$ cat src/rtc_regs.svh
`ifndef RTC_REGS_SVH
`define RTC_REGS_SVH

// register byte offsets within the realm page
`define RTC_OFF_CTRL3      12'h02C
`define RTC_OFF_PII_LO     12'h030
`define RTC_OFF_PII_HI     12'h034
`define RTC_OFF_GBPA       12'h044
`define RTC_OFF_AGBPA      12'h048
`define RTC_OFF_IRQ_CTRL   12'h050
`define RTC_OFF_ENABLE     12'h060
`define RTC_OFF_STATUS     12'h064

// field positions
`define RTC_BIT_PTM        2
`define RTC_BIT_RECINV     1
`define RTC_BIT_HOSTSEL    0
`define RTC_BIT_ABORT      20
`define RTC_BIT_EQ_IRQ     2
`define RTC_BIT_PRI_IRQ    1
`define RTC_BIT_GE_IRQ     0

// reset values
`define RTC_RST_CTRL3      3'h4
`define RTC_RST_PII        64'h0000_0000_0000_0000
`define RTC_RST_AGBPA      32'h0000_0000
`define RTC_RST_IRQ        3'h0

// enable update takes this many cycles to be acknowledged
`define RTC_ACK_CYCLES     4'h4

`endif

$ cat src/rtc_pkg.sv
package rtc_pkg;
    typedef enum logic [1:0] {
        RTC_SEC_NONSECURE,
        RTC_SEC_SECURE,
        RTC_SEC_REALM,
        RTC_SEC_ROOT
    } rtc_sec_t;

    typedef enum logic [3:0] {
        RTC_PERM_NONE,
        RTC_PERM_MRO,
        RTC_PERM_WO,
        RTC_PERM_RO,
        RTC_PERM_RW
    } rtc_perm_class_t;

    typedef struct packed {
        logic            read;
        logic            write;
        logic            exec_user;
        logic            exec_priv;
        rtc_perm_class_t cls;
    } rtc_perm_t;

    typedef struct packed {
        logic private_tlb_maint;
        logic record_invalid_stream;
        logic host_regime_select;
    } rtc_ctrl3_t;

    typedef struct packed {
        logic cyc;
        logic stb;
        logic we;
        logic [3:0] sel;
        logic [11:0] adr;
        logic [31:0] dat;
    } rtc_wb_req_t;
endpackage : rtc_pkg

$ cat src/rtc_perm_decode.sv
`timescale 1ns/1ps
module rtc_perm_decode (
    // table and index
    input  wire logic [63:0]      perm_table,
    input  wire logic [3:0]       permission_index,
    // decoded permission
    output rtc_pkg::rtc_perm_t    perm
);
    import rtc_pkg::*;

    logic [3:0] entry;

    // entry p sits at bits 4p+3..4p
    assign entry = perm_table[{permission_index, 2'b00} +: 4]; // [RULE11]

    always_comb begin
        perm           = '0;
        perm.cls       = RTC_PERM_NONE;
        perm.exec_user = entry[3] & entry[0];
        perm.exec_priv = entry[3] & entry[1];
        unique case (entry)
            4'h0, 4'h1, 4'h5: perm.cls = RTC_PERM_NONE; // [RULE12]
            4'h2, 4'h3, 4'h6, 4'h7: begin
                perm.cls  = RTC_PERM_MRO;
                perm.read = 1'b1;
            end
            4'h4: begin
                perm.cls   = RTC_PERM_WO;
                perm.write = 1'b1;
            end
            4'h8, 4'h9, 4'hA, 4'hB: begin
                perm.cls  = RTC_PERM_RO;
                perm.read = 1'b1;
            end
            4'hC, 4'hD, 4'hE, 4'hF: begin
                perm.cls   = RTC_PERM_RW; // [RULE12]
                perm.read  = 1'b1;
                perm.write = 1'b1;
            end
        endcase
    end
endmodule : rtc_perm_decode

$ cat src/rtc_realm_ctrl.sv
`timescale 1ns/1ps
`include "rtc_regs.svh"
// Notes on behaviour
// [RULE1] private tlb bit only with broadcast support
// [RULE2] private bit set skips realm broadcast invalidation
// [RULE3] other regimes keep broadcast invalidation unchanged
// [RULE4] record bit gates bad stream events
// [RULE5] host select picks EL2 or EL2-E2H tagging
// [RULE6] host select alters hypervisor realm streams only
// [RULE7] host select may stay cached until invalidated
// [RULE8] software invalidates caches after changing host select
// [RULE9] third control writable only while enable pair clear
// [RULE10] writes during pending enable update are ignored
// [RULE11] sixteen four-bit permission entries, index selected
// [RULE12] permission entries decode to fixed access classes
// [RULE13] permission table optional, else reads zero
// [RULE14] software avoids table writes while indirection live
// [RULE15] global bypass abort bit 20, read only
// [RULE16] alternate bypass bits optional, else zero
// [RULE17] non-realm non-root requester sees zero, writes dropped
// [RULE18] registers decoded at fixed realm page offsets
// [RULE19] interrupt enables bits two one zero, reset zero
// [RULE20] reserved bits read zero, ignore writes
module rtc_realm_ctrl #(
    parameter bit BCAST_MAINT_SUPPORT = 1'b1,
    parameter bit PERM_INDIR_PRESENT  = 1'b1,
    parameter bit ALT_BYPASS_PRESENT  = 1'b1,
    parameter bit PAGE_REQ_PRESENT    = 1'b1
) (
    // clock and reset
    input  wire logic                   sys_clk,
    input  wire logic                   rst,
    // wishbone slave
    input  wire logic                   wb_cyc_i,
    input  wire logic                   wb_stb_i,
    input  wire logic                   wb_we_i,
    input  wire logic [3:0]             wb_sel_i,
    input  wire logic [11:0]            wb_adr_i,
    input  wire logic [31:0]            wb_dat_i,
    input  rtc_pkg::rtc_sec_t           wb_sec_i,
    output logic      [31:0]            wb_dat_o,
    output logic                        wb_ack_o,
    // translation side
    input  wire logic                   bcast_inval_i,
    input  wire logic                   bcast_realm_i,
    input  wire logic                   bad_stream_i,
    input  wire logic [1:0]             stream_world_selector,
    input  wire logic                   stream_realm_i,
    input  wire logic [3:0]             permission_index,
    input  wire logic                   global_abort_i,
    output logic                        inval_local_o,
    output logic                        bad_stream_event,
    output logic                        hyp_e2h_o,
    output logic                        hyp_asid_tag_o,
    output rtc_pkg::rtc_perm_t          perm_o,
    output logic                        realm_abort_o,
    output logic      [31:0]            alt_bypass_o,
    output logic      [2:0]             irq_enable_o
);
    import rtc_pkg::*;

    // =========================================================
    // functions
    // =========================================================
    function automatic logic [31:0] wb_merge(input logic [31:0] old,
                                             input logic [31:0] nw,
                                             input logic [3:0]  sel);
        logic [31:0] r;
        r = old;
        for (int i = 0; i < 4; i++) begin
            if (sel[i]) begin
                r[i*8 +: 8] = nw[i*8 +: 8];
            end
        end
        return r;
    endfunction : wb_merge

    function automatic logic sec_ok(input rtc_sec_t s);
        return (s == RTC_SEC_REALM) || (s == RTC_SEC_ROOT);
    endfunction : sec_ok

    // =========================================================
    // state
    // =========================================================
    rtc_ctrl3_t  ctrl3_q;
    logic [63:0] pii_q;
    logic [31:0] agbpa_q;
    logic [2:0]  irq_q;
    logic        unit_enable_q;
    logic        enable_acknowledge_q;
    logic [3:0]  ack_cnt_q;
    logic        ack_q;
    logic [31:0] rdata_d;
    logic        abort_sync1_q;
    logic        abort_sync2_q;
    rtc_perm_t   perm_d;

    logic req;
    logic wr;
    logic ctrl3_open;
    logic update_pending;

    assign req = wb_cyc_i & wb_stb_i & ~ack_q;
    assign wr  = req & wb_we_i & sec_ok(wb_sec_i); // [RULE17]

    // enable change not yet acknowledged
    assign update_pending = unit_enable_q != enable_acknowledge_q;
    assign ctrl3_open = ~unit_enable_q & ~enable_acknowledge_q; // [RULE9]

    // =========================================================
    // enable and acknowledge pair
    // =========================================================
    always_ff @(posedge sys_clk or posedge rst) begin
        if (rst) begin
            unit_enable_q <= 1'b0;
        end else if (wr && wb_adr_i == `RTC_OFF_ENABLE && wb_sel_i[0]) begin
            unit_enable_q <= wb_dat_i[0];
        end
    end

    // acknowledge follows enable after a fixed settle time
    always_ff @(posedge sys_clk or posedge rst) begin
        if (rst) begin
            ack_cnt_q            <= 4'h0;
            enable_acknowledge_q <= 1'b0;
        end else if (!update_pending) begin
            ack_cnt_q <= 4'h0;
        end else if (ack_cnt_q == `RTC_ACK_CYCLES - 4'h1) begin
            ack_cnt_q            <= 4'h0;
            enable_acknowledge_q <= unit_enable_q;
        end else begin
            ack_cnt_q <= ack_cnt_q + 4'h1;
        end
    end

    // =========================================================
    // third control register
    // =========================================================
    always_ff @(posedge sys_clk or posedge rst) begin
        logic [31:0] m;
        if (rst) begin
            // no broadcast support means the private bit stays reserved
            ctrl3_q <= `RTC_RST_CTRL3 & {BCAST_MAINT_SUPPORT, 2'b11}; // [RULE1]
        end else if (wr && wb_adr_i == `RTC_OFF_CTRL3 // [RULE18]
                     && ctrl3_open && !update_pending) begin // [RULE10]
            m = wb_merge({29'h0, ctrl3_q}, wb_dat_i, wb_sel_i);
            // bit 2 kept zero without broadcast support
            ctrl3_q.private_tlb_maint <= BCAST_MAINT_SUPPORT
                                         & m[`RTC_BIT_PTM]; // [RULE1]
            ctrl3_q.record_invalid_stream <= m[`RTC_BIT_RECINV];
            ctrl3_q.host_regime_select    <= m[`RTC_BIT_HOSTSEL];
        end
    end

    // =========================================================
    // permission table, alternate bypass, irq enables
    // =========================================================
    always_ff @(posedge sys_clk or posedge rst) begin
        if (rst) begin
            pii_q <= `RTC_RST_PII;
        end else if (wr && PERM_INDIR_PRESENT) begin // [RULE13]
            if (wb_adr_i == `RTC_OFF_PII_LO) begin
                pii_q[31:0] <= wb_merge(pii_q[31:0], wb_dat_i, wb_sel_i);
            end else if (wb_adr_i == `RTC_OFF_PII_HI) begin
                pii_q[63:32] <= wb_merge(pii_q[63:32], wb_dat_i, wb_sel_i);
            end
        end
    end

    always_ff @(posedge sys_clk or posedge rst) begin
        if (rst) begin
            agbpa_q <= `RTC_RST_AGBPA;
        end else if (wr && ALT_BYPASS_PRESENT
                     && wb_adr_i == `RTC_OFF_AGBPA) begin // [RULE16]
            agbpa_q <= wb_merge(agbpa_q, wb_dat_i, wb_sel_i);
        end
    end

    always_ff @(posedge sys_clk or posedge rst) begin
        if (rst) begin
            irq_q <= `RTC_RST_IRQ; // [RULE19]
        end else if (wr && wb_adr_i == `RTC_OFF_IRQ_CTRL && wb_sel_i[0]) begin
            irq_q[`RTC_BIT_EQ_IRQ]  <= wb_dat_i[`RTC_BIT_EQ_IRQ];
            irq_q[`RTC_BIT_PRI_IRQ] <= PAGE_REQ_PRESENT
                                       & wb_dat_i[`RTC_BIT_PRI_IRQ];
            irq_q[`RTC_BIT_GE_IRQ]  <= wb_dat_i[`RTC_BIT_GE_IRQ];
        end
    end

    // =========================================================
    // read mux and acknowledge
    // =========================================================
    always_comb begin
        rdata_d = 32'h0000_0000;
        if (sec_ok(wb_sec_i)) begin // [RULE17]
            unique case (wb_adr_i)
                `RTC_OFF_CTRL3:    rdata_d = {29'h0, ctrl3_q}; // [RULE20]
                `RTC_OFF_PII_LO:   rdata_d = pii_q[31:0];
                `RTC_OFF_PII_HI:   rdata_d = pii_q[63:32];
                `RTC_OFF_GBPA:     rdata_d[`RTC_BIT_ABORT] = abort_sync2_q; // [RULE15]
                `RTC_OFF_AGBPA:    rdata_d = agbpa_q;
                `RTC_OFF_IRQ_CTRL: rdata_d = {29'h0, irq_q};
                `RTC_OFF_ENABLE:   rdata_d = {31'h0, unit_enable_q};
                `RTC_OFF_STATUS:   rdata_d = {31'h0, enable_acknowledge_q};
                default:           rdata_d = 32'h0000_0000;
            endcase
        end
    end

    // one-cycle answer; unmapped offsets ack with zero data
    always_ff @(posedge sys_clk or posedge rst) begin
        if (rst) begin
            ack_q    <= 1'b0;
            wb_dat_o <= 32'h0000_0000;
        end else begin
            ack_q    <= req;
            wb_dat_o <= req ? rdata_d : 32'h0000_0000;
        end
    end
    assign wb_ack_o = ack_q;

    // =========================================================
    // abort input synchroniser
    // =========================================================
    always_ff @(posedge sys_clk or posedge rst) begin
        if (rst) begin
            abort_sync1_q <= 1'b0;
            abort_sync2_q <= 1'b0;
        end else begin
            abort_sync1_q <= global_abort_i;
            abort_sync2_q <= abort_sync1_q;
        end
    end

    // =========================================================
    // translation side controls
    // =========================================================
    rtc_perm_decode u_perm (
        .perm_table       (pii_q),
        .permission_index (permission_index),
        .perm             (perm_d)
    );

    // host select is sampled live; caches downstream may lag it
    always_ff @(posedge sys_clk or posedge rst) begin
        if (rst) begin
            inval_local_o    <= 1'b0;
            bad_stream_event <= 1'b0;
            hyp_e2h_o        <= 1'b0;
            hyp_asid_tag_o   <= 1'b0;
            perm_o           <= '0;
            realm_abort_o    <= 1'b0;
            alt_bypass_o     <= 32'h0000_0000;
            irq_enable_o     <= 3'h0;
        end else begin
            // non-realm regimes always invalidate
            inval_local_o <= bcast_inval_i & (~bcast_realm_i // [RULE3]
                             | ~ctrl3_q.private_tlb_maint); // [RULE2]
            bad_stream_event <= bad_stream_i
                                & ctrl3_q.record_invalid_stream; // [RULE4]
            hyp_e2h_o <= stream_realm_i && stream_world_selector == 2'h2
                         && ctrl3_q.host_regime_select; // [RULE6] [RULE7]
            hyp_asid_tag_o <= stream_realm_i
                              && stream_world_selector == 2'h2
                              && ctrl3_q.host_regime_select; // [RULE5]
            perm_o        <= perm_d; // [RULE11]
            realm_abort_o <= abort_sync2_q;
            alt_bypass_o  <= agbpa_q;
            irq_enable_o  <= irq_q;
        end
    end
endmodule : rtc_realm_ctrl

$ cat config.mk
export PLATFORM = sky130hd
export DESIGN_NAME = rtc_realm_ctrl
export DESIGN_NICKNAME = d
export VERILOG_FILES = /design/src/rtc_pkg.sv /design/src/rtc_perm_decode.sv /design/src/rtc_realm_ctrl.sv
export VERILOG_INCLUDE_DIRS = /design/src
export SDC_FILE = /design/constraint.sdc
export NUM_CORES = 1
export LEC_CHECK = 0
export BUFFER_PORTS_ARGS = -buffer_cell sky130_fd_sc_hd__clkbuf_2
export CAP_MARGIN = 20
export CORE_ASPECT_RATIO = 1.4
export CORE_MARGIN = 1.5
export CORE_UTILIZATION = 48
export DETAILED_ROUTE_END_ITERATION = 12
export MAX_ROUTING_LAYER = met4
export PLACE_DENSITY_LB_ADDON = 0.1
export SLEW_MARGIN = 10
export SYNTH_ARGS = -nofsm -noshare
export SYNTH_HDL_FRONTEND = slang
export SYNTH_SLANG_ARGS = --single-unit
$ cat constraint.sdc
create_clock -name sys_clk -period 7.3 [get_ports sys_clk]
set_clock_uncertainty 0.05 [all_clocks]
set_input_delay 0.365 -clock sys_clk [delete_from_list [all_inputs] [get_ports sys_clk]]
set_output_delay 0.365 -clock sys_clk [all_outputs]
set_load 0.02 [all_outputs]
[Word-level counts from Yosys, hierarchy flattened]
Cells that the tools add are included.
Word-level totals
  bits in registers: 190
  input bits: 66
  output and inout bits: 81
  word-level logic and storage cells: 123
Cells by class
  add/subtract/negate cells: 1
  equality and inequality tests: 28
  shift operators: 1
  multiplexer cells: 10
  bitwise logic cells: 16
  reductions and logical operators: 33
Operator list (count)
  $pmux 20 s7: 1
  $mux 32: 2
  $shiftx 64x7->4: 1
  $eq 12x7->1 const B: 5
  $eq 12x6->1 const B: 3
  $pmux 11 s3: 1
  $eq 4x4->1 const B: 8
  $pmux 4 s5: 1
  $eq 4x3->1 const B: 4
  $reduce_and 4->1: 4
  $eq 4x2->1 const B: 3
  $reduce_and 2->1: 6
  $reduce_and 3->1: 4
  $reduce_or 12->1: 1
  $reduce_or 4->1: 3
  $logic_and 1x1->1: 10
  $and 1x1->1: 9
  $mux 4: 2
  $eq 2x2->1 const B: 3
  $not 1->1: 6
  $reduce_or 5->1: 1
  $add 4x1->4 const B: 1
  $eq 4x1->1 const B: 1
  $logic_not 4->1: 1
  7 further kinds: 8

[Depth between registers and ports, before layout]
  depth after elaboration: 8
  gate-level depth with buffers: 7

[By module]
A second synthesis with hierarchy kept.
Unflattened totals
  cells, all modules: 553
  area total of the unflattened synthesis: 8002.7 um2
Modules (own cells, without submodules)
  rtc_realm_ctrl: instances 1, cells each 500, area each 7372.1 um2, sequential area each 4755.8 um2
  rtc_perm_decode: instances 1, cells each 53, area each 630.6 um2, sequential area each 0.0 um2

[Worst setup path after synthesis]
Ideal clock, no wire load.
  kind: flip-flop to flip-flop
  from: register ack_q (netlist: wb_ack_o)
  to: register ctrl3_q[0] (netlist name)
  setup time: 0.125 ns
  arrival: 1.766 ns
  required time: 7.125 ns
  slack: 5.359 ns
  cell stages (with the launch flop): 6
  path buffers: 0
  path through: dfrtp_1 and4b_1 and2_1 nand2_2 nor4_4 mux2_2
On the way
  cells in the longest elaborated chain, start to end: 8
Ends and longest elaborated chain
  start: declaration: RTL line rtc_realm_ctrl.sv:92  | logic ack_q;
  start signal: assignment: RTL line rtc_realm_ctrl.sv:216  | ack_q <= req;
  $not 1->1: RTL line rtc_realm_ctrl.sv:103  | assign req = wb_cyc_i & wb_stb_i & ~ack_q;
  $and 1x1->1: RTL line rtc_realm_ctrl.sv:103
  $and 1x1->1 (2 in series): RTL line rtc_realm_ctrl.sv:104  | assign wr = req & wb_we_i & sec_ok(wb_sec_i);
  $logic_and 1x1->1 (no line)
  $logic_and 1x1->1 (2 in series): RTL line rtc_realm_ctrl.sv:144  | end else if (wr && wb_adr_i == `RTC_OFF_CTRL3
  $reduce_and 2->1 (no line)
  end signal: assignment: RTL line rtc_realm_ctrl.sv:143  | ctrl3_q <= `RTC_RST_CTRL3 & {BCAST_MAINT_SUPPORT, 2'b11};
  end: declaration: RTL line rtc_realm_ctrl.sv:85  | rtc_ctrl3_t ctrl3_q;
Every way passes these cells.
A chain may end at the register's enable or synchronous reset.

[Worst setup path after layout]
  from: input wb_adr_i[3]
  to: register wb_dat_o[3]
On the way
  cells in the longest elaborated chain, start to end: 4
  elaborated cells on any way between the ends: 10
Ends and longest elaborated chain
  start: declaration: RTL line rtc_realm_ctrl.sv:38  | input wire logic [11:0] wb_adr_i,
  $eq 12x7->1 / $eq 12x6->1 (equally long branches): RTL line rtc_realm_ctrl.sv:196  | unique case (wb_adr_i)
  $pmux 20 s7 (*): RTL line rtc_realm_ctrl.sv:196
  $mux 32 (*): RTL line rtc_realm_ctrl.sv:195  | if (sec_ok(wb_sec_i)) begin
  $mux 32 (*): RTL line rtc_realm_ctrl.sv:217  | wb_dat_o <= req ? rdata_d : 32'h0000_0000;
  end signal: assignment: RTL line rtc_realm_ctrl.sv:217
  end: declaration: RTL line rtc_realm_ctrl.sv:41  | output logic [31:0] wb_dat_o,
Mark *: on every way between the ends. The rest lies on a longest branch, timed or not.

==> key figures <==
Worst setup path
  – Worst setup SP type: input pin
  – Critical Path Start: wb_adr_i[3]
  – Max FO, Critical Path: 16
  – RR Startpoint: wb_ack_o
  – CP Capture Point: wb_dat_o[3]
  – Worst Path Class, Setup: in2reg
  – RR Endpoint: pii_q[22]
  – Flop2flop setup slack: 5.09 ns
  – Worst Reg-to-Reg Cells: 5
  – Worst EP required: 7.60 ns
  – CP Data Arrival Time: about 2.7 ns
  – Critical Path End Type: register

Synth
  – Ys Warns: 0
  – Most frequent cell after synthesis: dfrtp_1
  – Synth area leaders: dfrtp_1 (61%), mux2_2 (15%), mux4_1 (5.1%)
  – Netlist cell types: 53
  – Number of synthesized register bits: 189
  – Sequential cell area fraction in the yosys report: 0.613
  – Area leader, netlist: dfrtp_1
  – Main flop type after synthesis: dfrtp_1
  – Asr flop ratio synth: 1.00
  – Top post-synthesis cells by count: dfrtp_1 (188), mux2_2 (100), nor2_1 (35), a222oi_1 (30), nand2_1 (19)
  – Post-Syn Instances: 512
  – Syn Nets: 580
  – Post-synthesis cell area: 7710 um^2
  – Synth Area per Inst: 15.1 um^2
  – EDFF count, synth: 0
  – Top cell type's share of synthesized area: 0.610

Die
  – Core Rows: 54
  – Core Area: 15700 um^2
  – DIE AREA: 16900 um^2
  – Die Y: between 150 and 200 um
  – Die X: 110 um
  – I/O Pins: 147
  – Initial Utilization: 0.492

Global route
  – Global-route wire length before repair: 28200 um
  – Largest net degree at the start of global routing: 109
  – GRT overflow: 0
  – Initial antenna violation count: 0
  – Vias in the first global route: 5213
  – Total track usage: 0.232

Power and ir drop
  – Total Power: 0.00199 W
  – Maximum VDD drop: 0.000141 V
  – Power per Cell Area: 217 nW/um^2
  – Leak Pwr: 4.60 nW

Place
  – IO buf count: around 140
  – GP Congestion: about 0.86
  – HPWL Detailed: 12300 um
  – Placed cell areas: 8600 um^2

Routing
  – Final ANT Viol Nets: 0
  – Routed vias/inst: 5.72
  – DRC viols: 0
  – Pre-Repair DR Iteration Count: 6
  – Iteration-0 DRC Markers: 338
  – Avg WL per Cell: 20.1 um
  – Vias: 4963
  – Drt total wl: ~17000 um

Timing
  – Final period utilization: 0.323
  – Worst-case hold slack: approximately 0.063 ns
  – Pins over their slew limit: 0
  – Min Tclk post-route: 2.36 ns
  – Final setup vio count: 0
  – Slew at the pin with the worst max-slew slack: 0.976 ns
  – Final Hold Viols: 0
  – Max_slew headroom: 0.349
  – Setup TNS: 0 ns
  – RSZ-0062 raised after global routing: false
  – Maximum clock rate: 0.424 GHz

Layout
  – Fraction of layout cells with a size suffix above 1: 0.460
  – # nets final: 727
  – Final Cell Area: just over 9000 um^2
  – Diodes inserted: 0
  – Layout area overhead: 18.9%

Status
  – Outcome: finished clean

Clock network
  – CTS tree: built
  – Clock slew at reported path FFs: 0.07 ns
  – # clock sinks: approximately 190
  – Max clock buf depth: 2
  – Num CTS Buffers: 17
  – Clock root buffer: clkbuf_16
  – Worst-skew pair later-pin latency: ~0.43 ns
  – Htree depth: 4
  – Postcts setup bufs: 0

Worst hold path
  – Hold Path Class: in2reg

Job
  – Max-Cap Viols: 0
-- how the worst min path moves through the flow --
stage                        from             to  slack (ns)  cells past startpoint
floorplan           abort_sync1_q  abort_sync2_q        0.28                      0
global placement    abort_sync1_q  abort_sync2_q        0.29                      0
detailed placement  abort_sync1_q  abort_sync2_q        0.29                      0
CTS                 bcast_realm_i  inval_local_o        0.05                      2
global route        bcast_realm_i  inval_local_o        0.07                      2
finish              bcast_realm_i  inval_local_o        0.06                      2
-- cell usage in the layout, fill, tap and decap left out, drive strengths merged, types with 3 or more instances in the layout --
cell type  instances
and2               7
clkinvlp           3
nand3              7
clkbuf           166
a22oi              6
dfrtp            188
mux2             103
nand4              3
and3               6
nor2              48
buf                4
o21ai              5
nor2b              4
clkinv             3
a21oi              4
nand2b             4
nor3b              4
and4b              3
nand2             23
mux4              16
a222oi            30
inv                7
-- layout make-up --
type	instances	area [um^2]
clock inverter	10	105
fill	1286	6500
sequential	189	4730
inverter	4	20.0
multi-input combinational	298	2860
clock buffer	22	454
tap	196	245
timing repair buffer	149	761
-- power by group --
part / internal (W) / switching [W] / leakage [nW]
Sequential: 0.00105 / 0.000000813 / 2.63
Combinational: 0.0000206 / 0.0000446 / 1.71
Clock: 0.000484 / 0.000393 / 0.262
Total: 0.00155 / 0.000439 / 4.60
-- cell families (layout without fill, tap and decap cells) --
| family | after synthesis | in the layout | share of synthesized area |
|---|---|---|---|
| XOR/XNOR | 1 | 1 | 0.00114 |
| buffers and inverters | 25 | 185 | 0.0188 |
| multiplexers | 120 | 120 | 0.206 |
| flip-flops | 189 | 189 | 0.613 |
| AO/OA/AOI/OAI | 52 | 52 | 0.0576 |
| AND/OR/NAND/NOR | 122 | 122 | 0.0999 |
| adder cells (fa/ha/maj) | 2 | 2 | 0.00324 |
| other | 1 | 1 | 0.000486 |
-- critical path, cell delays in order --
cell and delay [ns]:
clkbuf_2 0.14, nor4b_1 0.56, and2_2 0.30, and2_1 0.60, buf_4 0.38, a222oi_1 0.13, nor2_1 0.16
-- state kept, by name, summed over array words and instances (netlist names) --
name                  count
abort_sync1_q             1
abort_sync2_q             1
ack_cnt_q                 4
agbpa_q                  32
alt_bypass_o             32
bad_stream_event          1
ctrl3_q                   3
enable_acknowledge_q      1
hyp_asid_tag_o            1
inval_local_o             1
irq_enable_o              3
irq_q                     3
perm_o                    7
pii_q                    64
realm_abort_o             1
unit_enable_q             1
wb_ack_o                  1
wb_dat_o                 32
-- metal layers --
layer	up-vias	track usage	share of wire
li1	2220	-	-
met1	2548	0.297	0.42
met2	176	0.373	0.51
met3	19	0.0384	0.053
met4	0	0.0775	0.018
met5	-	-	0
-- what timing repair did --
item / CTS / global route
endpoints found under the hold margin: 1 / 0
hold buffers: 1 / 0
resized for setup: 0 / 0
-- metrics by stage --
| step | utilization | std cells | setup WS [ns] |
|---|---|---|---|
| floorplan | - | 512 | 1.74 |
| global placement | 0.549 | 835 | 4.57 |
| detailed placement | 0.549 | 835 | 4.59 |
| CTS | 0.585 | 868 | 5.00 |
| global route | 0.585 | 868 | 4.82 |
| finish | 0.585 | 868 | 4.94 |
(Power assumes the default switching activity.)
